$ cat src/hw/cqac_pkg.sv
package cqac_pkg;
   // pointer width and reset value
   localparam int PTR_WIDTH = 16;
   localparam logic [15:0] PTR_RESET = 16'h0000;
   // feedback taps for x^16+x^15+x^13+x^4+1 (stage indices, 0-based)
   localparam int TAP_A = 15;
   localparam int TAP_B = 14;
   localparam int TAP_C = 12;
   localparam int TAP_D = 3;
   // slot states of the controller
   typedef enum logic [2:0]
   {
      CQAC_IDLE = 3'b001,
      CQAC_WRITE = 3'b010,
      CQAC_READ = 3'b100
   } cqac_slot_type;
endpackage

$ cat src/hw/cqac_ptr_if.sv
`timescale 1ns/1ps
interface cqac_ptr_if #(parameter int W = 16);
   logic step;
   logic [W-1:0] value;
   logic [W-1:0] next_value;
   modport owner (input step, output value, output next_value);
   modport user (output step, input value, input next_value);
endinterface

$ cat src/hw/cqac_addr_ctrl.sv
`timescale 1ns/1ps
// Functional notes
// [RULE_01] RAM select low whenever a write slot or read slot is active.
// [RULE_02] Each pointer is a 16-bit LFSR with XOR feedback into stage one.
// [RULE_03] Taps give a maximal sequence of all states but one.
// [RULE_04] Reset clears both pointer registers to zero.
// [RULE_05] Last-stage feedback inverted; starts at zero, never reaches all ones.
// [RULE_06] Empty when read pointer equals store pointer.
// [RULE_07] Full when store pointer next value equals read pointer.
// [RULE_08] Comparisons built from per-bit XNOR terms.
// [RULE_09] Equality chained serially: each match ANDed with previous stage.
// [RULE_10] Both pointers multiplexed onto one 16-bit RAM address bus.
// [RULE_11] Reset input restarts every flip-flop of the controller.
// [RULE_12] Store pointer steps after write cycle, read pointer after read cycle.
// [RULE_13] Write request raised only when queue not full; byte waits otherwise.
// [RULE_14] Read started in next read slot only when queue not empty.
// [RULE_15] Address carries store pointer in write slot, read pointer in read slot.
// [RULE_16] Empty and full valid in the same cycle a pointer changes.
module cqac_addr_ctrl
   import cqac_pkg::*;
#(
   parameter int W = PTR_WIDTH
)
(
   input wire logic i_sys_clk,
   input wire logic i_rst,
   input wire logic i_byte_pending,
   input wire logic i_write_phase,
   input wire logic i_read_phase,
   input wire logic i_read_hold,
   output logic o_pending_store_request,
   output logic o_write_slot_active,
   output logic o_read_slot_active,
   output logic o_write_done,
   output logic o_read_done,
   output logic o_ram_select_n,
   output logic [W-1:0] o_ram_addr,
   output logic o_empty,
   output logic o_full
);
   cqac_ptr_if #(.W(W)) store_if ();
   cqac_ptr_if #(.W(W)) read_if ();

   cqac_slot_type state;
   cqac_slot_type next_state;
   logic pending_store_request;
   logic next_pending_store_request;
   logic [W-1:0] ram_addr;
   logic [W-1:0] next_ram_addr;
   logic read_phase_prev;
   logic next_read_phase_prev;
   logic write_done;
   logic read_done;
   logic [W:0] empty_chain;
   logic [W:0] full_chain;

   // two pointer registers
   cqac_lfsr_ptr #(.W(W)) u_store_ptr
   (
      .i_sys_clk(i_sys_clk),
      .i_rst(i_rst),
      .p(store_if)
   );

   cqac_lfsr_ptr #(.W(W)) u_read_ptr
   (
      .i_sys_clk(i_sys_clk),
      .i_rst(i_rst),
      .p(read_if)
   );

   // serial xnor compare chains, combinational from live pointers
   assign empty_chain[0] = 1'b1;
   assign full_chain[0] = 1'b1;
   genvar g;
   generate
      for (g = 0; g < W; g++)
      begin : g_cmp
         assign empty_chain[g+1] = empty_chain[g] &
            ~(read_if.value[g] ^ store_if.value[g]); // [RULE_06] [RULE_08] [RULE_09]
         assign full_chain[g+1] = full_chain[g] &
            ~(read_if.value[g] ^ store_if.next_value[g]); // [RULE_07] [RULE_08] [RULE_09]
      end
   endgenerate

   assign o_empty = empty_chain[W]; // [RULE_16]
   assign o_full = full_chain[W]; // [RULE_16]

   // slot end strobes step the pointers
   assign write_done = (state == CQAC_WRITE) && !i_write_phase;
   assign read_done = (state == CQAC_READ) && !i_read_phase;
   assign store_if.step = write_done; // [RULE_12]
   assign read_if.step = read_done; // [RULE_12]

   // slot sequencing and request flag
   always_comb
   begin
      next_state = state;
      next_pending_store_request = pending_store_request;
      next_ram_addr = ram_addr;
      next_read_phase_prev = i_read_phase; // phase level kept for its rising edge
      case (state)
         CQAC_IDLE:
         begin
            // request set only ahead of a write phase, and only with room
            if (i_byte_pending && !o_full && !i_write_phase)
            begin
               next_pending_store_request = 1'b1; // [RULE_13]
            end
            if (pending_store_request && i_write_phase)
            begin
               next_state = CQAC_WRITE;
               next_ram_addr = store_if.value; // [RULE_10] [RULE_15]
            end
            // a read opens only on the first cycle of a read phase, never part way in
            else if (!o_empty && !i_read_hold && i_read_phase && !read_phase_prev)
            begin
               next_state = CQAC_READ; // [RULE_14]
               next_ram_addr = read_if.value; // [RULE_10] [RULE_15]
            end
         end
         CQAC_WRITE:
         begin
            if (!i_write_phase)
            begin
               next_state = CQAC_IDLE;
               next_pending_store_request = 1'b0; // [RULE_12]
            end
         end
         CQAC_READ:
         begin
            if (!i_read_phase)
            begin
               next_state = CQAC_IDLE;
            end
         end
         default:
         begin
            next_state = CQAC_IDLE;
            next_pending_store_request = 1'b0;
         end
      endcase
   end

   // registers of the slot logic
   always_ff @(posedge i_sys_clk)
   begin
      if (i_rst)
      begin
         state <= CQAC_IDLE; // [RULE_11]
         pending_store_request <= 1'b0;
         ram_addr <= PTR_RESET;
         read_phase_prev <= 1'b0;
      end
      else
      begin
         state <= next_state;
         pending_store_request <= next_pending_store_request;
         ram_addr <= next_ram_addr;
         read_phase_prev <= next_read_phase_prev;
      end
   end

   assign o_write_slot_active = (state == CQAC_WRITE);
   assign o_read_slot_active = (state == CQAC_READ);
   assign o_ram_select_n = ~(o_write_slot_active | o_read_slot_active); // [RULE_01]
   assign o_ram_addr = ram_addr;
   assign o_pending_store_request = pending_store_request;
   assign o_write_done = write_done;
   assign o_read_done = read_done;
endmodule

$ cat src/hw/cqac_lfsr_ptr.sv
`timescale 1ns/1ps
module cqac_lfsr_ptr
   import cqac_pkg::*;
#(
   parameter int W = PTR_WIDTH
)
(
   input wire logic i_sys_clk,
   input wire logic i_rst,
   cqac_ptr_if.owner p
);
   logic [W-1:0] ptr;
   logic [W-1:0] next_ptr;
   logic feedback;

   // inverted last-stage feedback keeps the all-ones state out
   always_comb
   begin
      feedback = ~(ptr[TAP_A] ^ ptr[TAP_B] ^ ptr[TAP_C] ^ ptr[TAP_D]); // [RULE_02] [RULE_03] [RULE_05]
      next_ptr = {ptr[W-2:0], feedback}; // [RULE_02]
   end

   // pointer register, step only on request
   always_ff @(posedge i_sys_clk)
   begin
      if (i_rst)
      begin
         ptr <= PTR_RESET; // [RULE_04] [RULE_11]
      end
      else if (p.step)
      begin
         ptr <= next_ptr; // [RULE_12]
      end
   end

   assign p.value = ptr;
   assign p.next_value = next_ptr; // d-input value for the full compare
endmodule

$ cat config.mk
export PLATFORM = sky130hd
export DESIGN_NAME = cqac_addr_ctrl
export DESIGN_NICKNAME = d
export VERILOG_FILES = /design/src/hw/cqac_pkg.sv /design/src/hw/cqac_ptr_if.sv /design/src/hw/cqac_addr_ctrl.sv /design/src/hw/cqac_lfsr_ptr.sv
export SDC_FILE = /design/constraint.sdc
export NUM_CORES = 1
export LEC_CHECK = 0
export ABC_AREA = 1
export BUFFER_PORTS_ARGS = -buffer_cell sky130_fd_sc_hd__buf_2
export CAP_MARGIN = 5
export CORE_ASPECT_RATIO = 1.4
export CORE_UTILIZATION = 45
export DETAILED_ROUTE_END_ITERATION = 7
export SLEW_MARGIN = 10
export SYNTH_ARGS = -nofsm -noshare
export SYNTH_HDL_FRONTEND = slang
export SYNTH_HIERARCHICAL = 1
export SYNTH_SLANG_ARGS = --single-unit
$ cat constraint.sdc
create_clock -name i_sys_clk -period 5.5 [get_ports i_sys_clk]
set_clock_uncertainty 0.2 [all_clocks]
set_input_delay 1.65 -clock i_sys_clk [delete_from_list [all_inputs] [get_ports i_sys_clk]]
set_output_delay 1.65 -clock i_sys_clk [all_outputs]
set_load 0.01 [all_outputs]
==> run metrics, run 1 <==
outcome=completed; crit path launch=i_write_phase; leakage=about 1.5 nW; gpl congestion=between 0.8 and 0.9; reg2reg path depth=7; Detail Route Antenna Nets=0; Final Critical Period=around 4.2 ns; CP bufs+invs=3; Synth Net Count=just under 500; Worst-Skew Late Latency=roughly 0.31 ns; VDD IR max=around 120 uV; Slew Viols, Final=0; gr usage total=19.95%; Clock Pin Slew Worst Setup and Hold Paths=about 0.10 ns; FF-to-FF setup slack=3.32 ns; number of setup buffers added after CTS=0; fill count=approximately 730; largest net degree at the start of global routing=34; Internal=approximately 520 uW; # IOs=30; Layout Nets=486; Inserted Clock Buffers=5; Remaining DRCs=0; min-delay src=o_pending_store_request; gr ovfl total=0; Crit path max-delay family=buffers and inverters; Mapped Area=roughly 0.0031 mm2; CP max stage delay=0.25 ns; die span in x=72.49 um; clock root buffer=clkbuf_8; total routed wirelength=6660 um; vias in the first global route=around 2300; Max FO, Critical Path=19; Max-slew headroom=a little under a third; RSZ-0062 raised after global routing=no; Critical R2R Launch=o_pending_store_request; Finished Layout Cells=around 570; Levels on crit path=4; Area Growth Syn to Fin=0.9193%; P_sw=roughly 190 uW; Hold Path Class=register to register; WL/cell=roughly 12 um; fmax=0.2388 GHz; DRT iter0 DRCs=~170; Crit path arrival time=approximately 2.3 ns; Final Hold Fails=0; CTS tree=yes; Post-Synthesis Cells=between 400 and 500; crit path max-delay cell type=buf_4; IO Port Bufs=29; CP Data Required Time=between 3 and 4 ns; placed cells=about 570; Comb power frac=a little over a tenth; CTS-repair resized insts=0; sw frac=26.58%; row count=35; drt first pass iters=5; hold buffer count at cts=0; height of the chip=between 100 and 150 um; Sinks on Clock Net=53; Starting Density=between 40 and 50%; most used cell, CP=buf_2; Critical R2R Capture=o_ram_addr[8]; Reg power frac=between 50% and 60%; core area=about 0.0067 mm2; Max Root-Sink Buffers=2; DR vias=between 2000 and 3000; Syn Area/Cell=~6.4 um2; critical path endpoint=o_write_done; total of max-cap violations=0; DIE AREA=approximately 0.0073 mm2; # diodes=0; Final period util=between 70 and 80%; startpoint types=primary input; initial antenna violation count=0; crit path cell chain=buf_2, nor4_2, buf_4, buf_2; setup TNS=0 ns; final setup fails=0; share of cells above drive strength 1=approximately an eighth; H-tree Lvls=2; post-DR vias/cell=around 4.7; global-route wire length before repair=11170 um; P per Cell Area=about 220 mW/mm2; Clk network pwr share=approximately a third; Slew @ Worst Pin=just over 1 ns; nature of the critical path endpoint=output pin; HPWL Detailed=approximately 4800 um; Syn. warnings=6; critical path class=primary input to output pin
state kept, by name, summed over array words and instances, names as in the netlist:
register,flops
read_phase_prev,1
u_read_ptr/p.value,16
o_ram_addr,16
state,3
u_store_ptr/p.value,16
o_pending_store_request,1
cell usage in the layout, fill, tap and decap left out, types with 3 or more instances in the layout:
cell type    n
nand2_1    111
nor2_1      71
inv_1       57
dfxtp_1     53
o21ai_0     48
a21oi_1     31
buf_2       29
nand3_1     18
inv_2       17
xnor2_1     17
clkbuf_8     5
nand4_1      4
nor3_1       3
buf_4        3
per-stage QoR:
stage | utilization (%) | hold slack, ns | power, mW | cell area [um2] | worst slack (ns)
2_1_floorplan | - | 0.2696 | 0.4697 | 3131 | 1.102
3_3_place_gp | 46.17 | 0.2508 | 0.4892 | 3073 | 1.339
3_5_place_dp | 46.17 | 0.2555 | 0.4906 | 3073 | 1.319
4_1_cts | 47.46 | 0.2715 | 0.7137 | 3159 | 1.307
5_1_grt | 47.46 | 0.2865 | 0.7422 | 3159 | 1.233
6_report | 47.46 | 0.2690 | 0.7046 | 3159 | 1.313
routing by layer:
layer	up-vias	wire length [um]	GRT usage (%)
li1	1456	-	-
met1	1180	3078	25.42
met2	49	3227	33.79
met3	12	203	3.000
met4	0	150	7.240
met5	-	0	0
power by group through the flow:
stage          logic, mW  clock network, mW  registers [mW]
2_1_floorplan     0.0526                  0           0.417
3_3_place_gp      0.0771                  0           0.412
3_5_place_dp      0.0785                  0           0.412
4_1_cts           0.0788              0.232           0.403
5_1_grt           0.0902              0.247           0.405
6_report          0.0777              0.224           0.403
cell type report:
class	count	area, um2	share of cell area, %
inverters	75	281.5	8.911
repair buffers	32	167.7	5.307
clock buffers	6	72.57	2.297
multi-input cells	313	1448	45.82
well taps	92	115.1	3.644
flip-flops and latches	53	1061	33.58
clock inverters	2	13.76	0.4356
worst reg2reg max path: cells and delay by family, from the launching register on:
family / cells / cell delay, ns
buffers and inverters: 2 / 0.39
DFF: 1 / 0.33
and+or+nand+nor: 5 / 1.17
how the worst min path moves through the flow:
stage               cells past startpoint                       to
detailed placement                      2  o_pending_store_request
CTS                                     2  o_pending_store_request
finish                                  2  o_pending_store_request
global route                            2  o_pending_store_request
global placement                        2  o_pending_store_request
floorplan                               2   u_read_ptr/p.value[14]
No activity file was read; power rests on OpenSTA's default activity.
==> run 2: changes to the inputs <==
--- a/config.mk
+++ b/config.mk
@@ -5,12 +5,13 @@
 export SDC_FILE = /design/constraint.sdc
 export NUM_CORES = 1
 export LEC_CHECK = 0
-export ABC_AREA = 1
+export ABC_AREA = 0
 export BUFFER_PORTS_ARGS = -buffer_cell sky130_fd_sc_hd__buf_2
 export CAP_MARGIN = 5
 export CORE_ASPECT_RATIO = 1.4
 export CORE_UTILIZATION = 45
 export DETAILED_ROUTE_END_ITERATION = 7
+export PLACE_DENSITY = 0.66
 export SLEW_MARGIN = 10
 export SYNTH_ARGS = -nofsm -noshare
 export SYNTH_HDL_FRONTEND = slang
==> constraint.sdc (replaced) <==
create_clock -name i_sys_clk -period 3.6 [get_ports i_sys_clk]
set_clock_uncertainty 0.2 [all_clocks]
set_input_delay 1.08 -clock i_sys_clk [delete_from_list [all_inputs] [get_ports i_sys_clk]]
set_output_delay 1.08 -clock i_sys_clk [all_outputs]
set_load 0.01 [all_outputs]
==> run metrics, run 2 <==
outcome=completed; Levels on crit path=6 (+2); largest net degree at the start of global routing=35 (+2.9%); number of setup buffers added after CTS=0 (unchanged); Mapped Area=0.003183 mm2 (+1.7%); Post-Synthesis Cells=311 (-36%); Syn. warnings=6 (unchanged); # IOs=30 (unchanged); vias in the first global route=2149 (-7.3%); Crit path arrival time=1.80 ns (-0.54 ns); Max FO, Critical Path=5 (-14); DIE AREA=0.007418 mm2 (+1.6%); most used cell, CP=xnor2_1; Critical R2R Capture=o_ram_addr[2]; WL/cell=17.26 um (+49%); Max-slew headroom=54.98% (+24 points); final setup fails=0 (unchanged); Sinks on Clock Net=53 (unchanged); core area=0.006700 mm2 (+0.66%); Layout Nets=312 (-36%); startpoint types=register; Worst-Skew Late Latency=0.30 ns (about the same); Synth Net Count=317 (-36%); Final Critical Period=3.084 ns; P per Cell Area=308.4 mW/mm2 (+38%); VDD IR max=216.9 uV (+88%); DR vias=2220 (-18%); drt first pass iters=4 (-1); row count=35 (unchanged); Remaining DRCs=0 (unchanged); reg2reg path depth=4 (-3); setup TNS=0 ns (unchanged); height of the chip=101.5 um (+0.82%); nature of the critical path endpoint=output pin; critical path class=register to output pin; crit path max-delay cell type=dfxtp_1; post-DR vias/cell=5.578 (+19%); CP bufs+invs=1 (-2); total routed wirelength=6871 um (+3.2%); gpl congestion=0.7833 (-5.1%); Crit path max-delay family=XOR/XNOR gates; commonest non-fill, non-tap cell in the layout=dfxtp_1; Power Total=1.007 mW (+43%); die span in x=73.08 um (+0.81%); Hold Path Class=register to register; CTS-repair resized insts=0 (unchanged); DRT iter0 DRCs=126 (-28%); Starting Density=47.51% (+0.48 points); fill count=639 (-12%); Detail Route Antenna Nets=0 (unchanged); Max Root-Sink Buffers=2 (unchanged); fmax=~0.32 GHz; Slew @ Worst Pin=0.6754 ns (-0.3632 ns); Final Hold Fails=0 (unchanged); Final period util=a little under nine tenths; Clock Pin Slew Worst Setup and Hold Paths=0.09 ns (about the same); total of max-cap violations=0 (unchanged); CTS tree=yes; FF/Latch Area=0.001061 mm2 (unchanged); WHS=0.3643 ns (+0.09531 ns); most frequent cells in the layout=dfxtp_1 (53), mux2i_1 (46), xnor2_1 (38), nor2_1 (35), buf_2 (29); Area Growth Syn to Fin=2.634%; # diodes=0 (unchanged); CP max stage delay=0.42 ns (+0.17 ns); gr usage total=19.39% (-0.56 points); crit path cell chain=xnor2_1, xnor2_1, xnor2_1, nand4_1, nor4_1, buf_2; global-route wire length before repair=10910 um (-2.4%); Inserted Clock Buffers=5 (unchanged); IO Port Bufs=29 (unchanged); FF-to-FF setup slack=1.17 ns (-2.15 ns); share of cells above drive strength 1=25.82% (+13 points); gr ovfl total=0 (unchanged); RSZ-0062 raised after global routing=no; crit path launch=u_store_ptr/p.value[15]; initial antenna violation count=0 (unchanged); Syn Area/Cell=10.23 um2 (+60%); critical path endpoint=o_full; H-tree Lvls=2 (unchanged); Slew Viols, Final=0 (unchanged); hold buffer count at cts=0 (unchanged); area of the multi-input gates=0.001749 mm2 (+21%); HPWL Detailed=4819 um (+1.4%); leakage=1.131 nW (-25%); Critical R2R Launch=state[0]; clock root buffer=clkbuf_8; CP Data Required Time=2.32 ns (-1.33 ns)
## run 2: routing by layer
metal  global-route usage [%]  wire [um]  vias to the layer above
li1                         -          -                     1083
met1                    22.96       2996                     1092
met2                    35.11       3589                       36
met3                    2.786        151                        9
met4                    6.637        133                        0
met5                        0          0                        -
## run 2: stage by stage
stage               cells  utilization, %  cell area, um2  setup slack [ns]
floorplan             311               -            3183            0.7823
global placement      391           47.41            3177            0.6921
detailed placement    391           47.41            3177            0.6554
CTS                   398           48.76            3267            0.4934
global route          398           48.76            3267            0.4062
finish                398           48.76            3267            0.5157
## run 2: power breakdown
part | internal [mW] | total [mW] | switching (mW)
registers | 0.589 | 0.593 | 0.00347
logic | 0.0223 | 0.0746 | 0.0523
clock network | 0.152 | 0.340 | 0.188
## run 2: layout make-up
type	instances	area share, %
Inverter	3	0.3447
Multi-Input combinational cell	203	53.54
Tap cell	92	3.524
Clock buffer	6	2.528
Clock inverter	1	0.2298
Sequential cell	53	32.48
Timing Repair Buffer	40	7.353
## run 2: how the worst min path moves through the flow
stage	cells after the start	slack (ns)	start	to
after floorplan	2	0.28	u_read_ptr/p.value[0]	u_read_ptr/p.value[1]
after global placement	1	0.34	o_pending_store_request	o_pending_store_request
after detailed placement	1	0.34	o_pending_store_request	o_pending_store_request
after CTS	1	0.36	o_pending_store_request	o_pending_store_request
after global routing	1	0.38	o_pending_store_request	o_pending_store_request
final	1	0.36	o_pending_store_request	o_pending_store_request
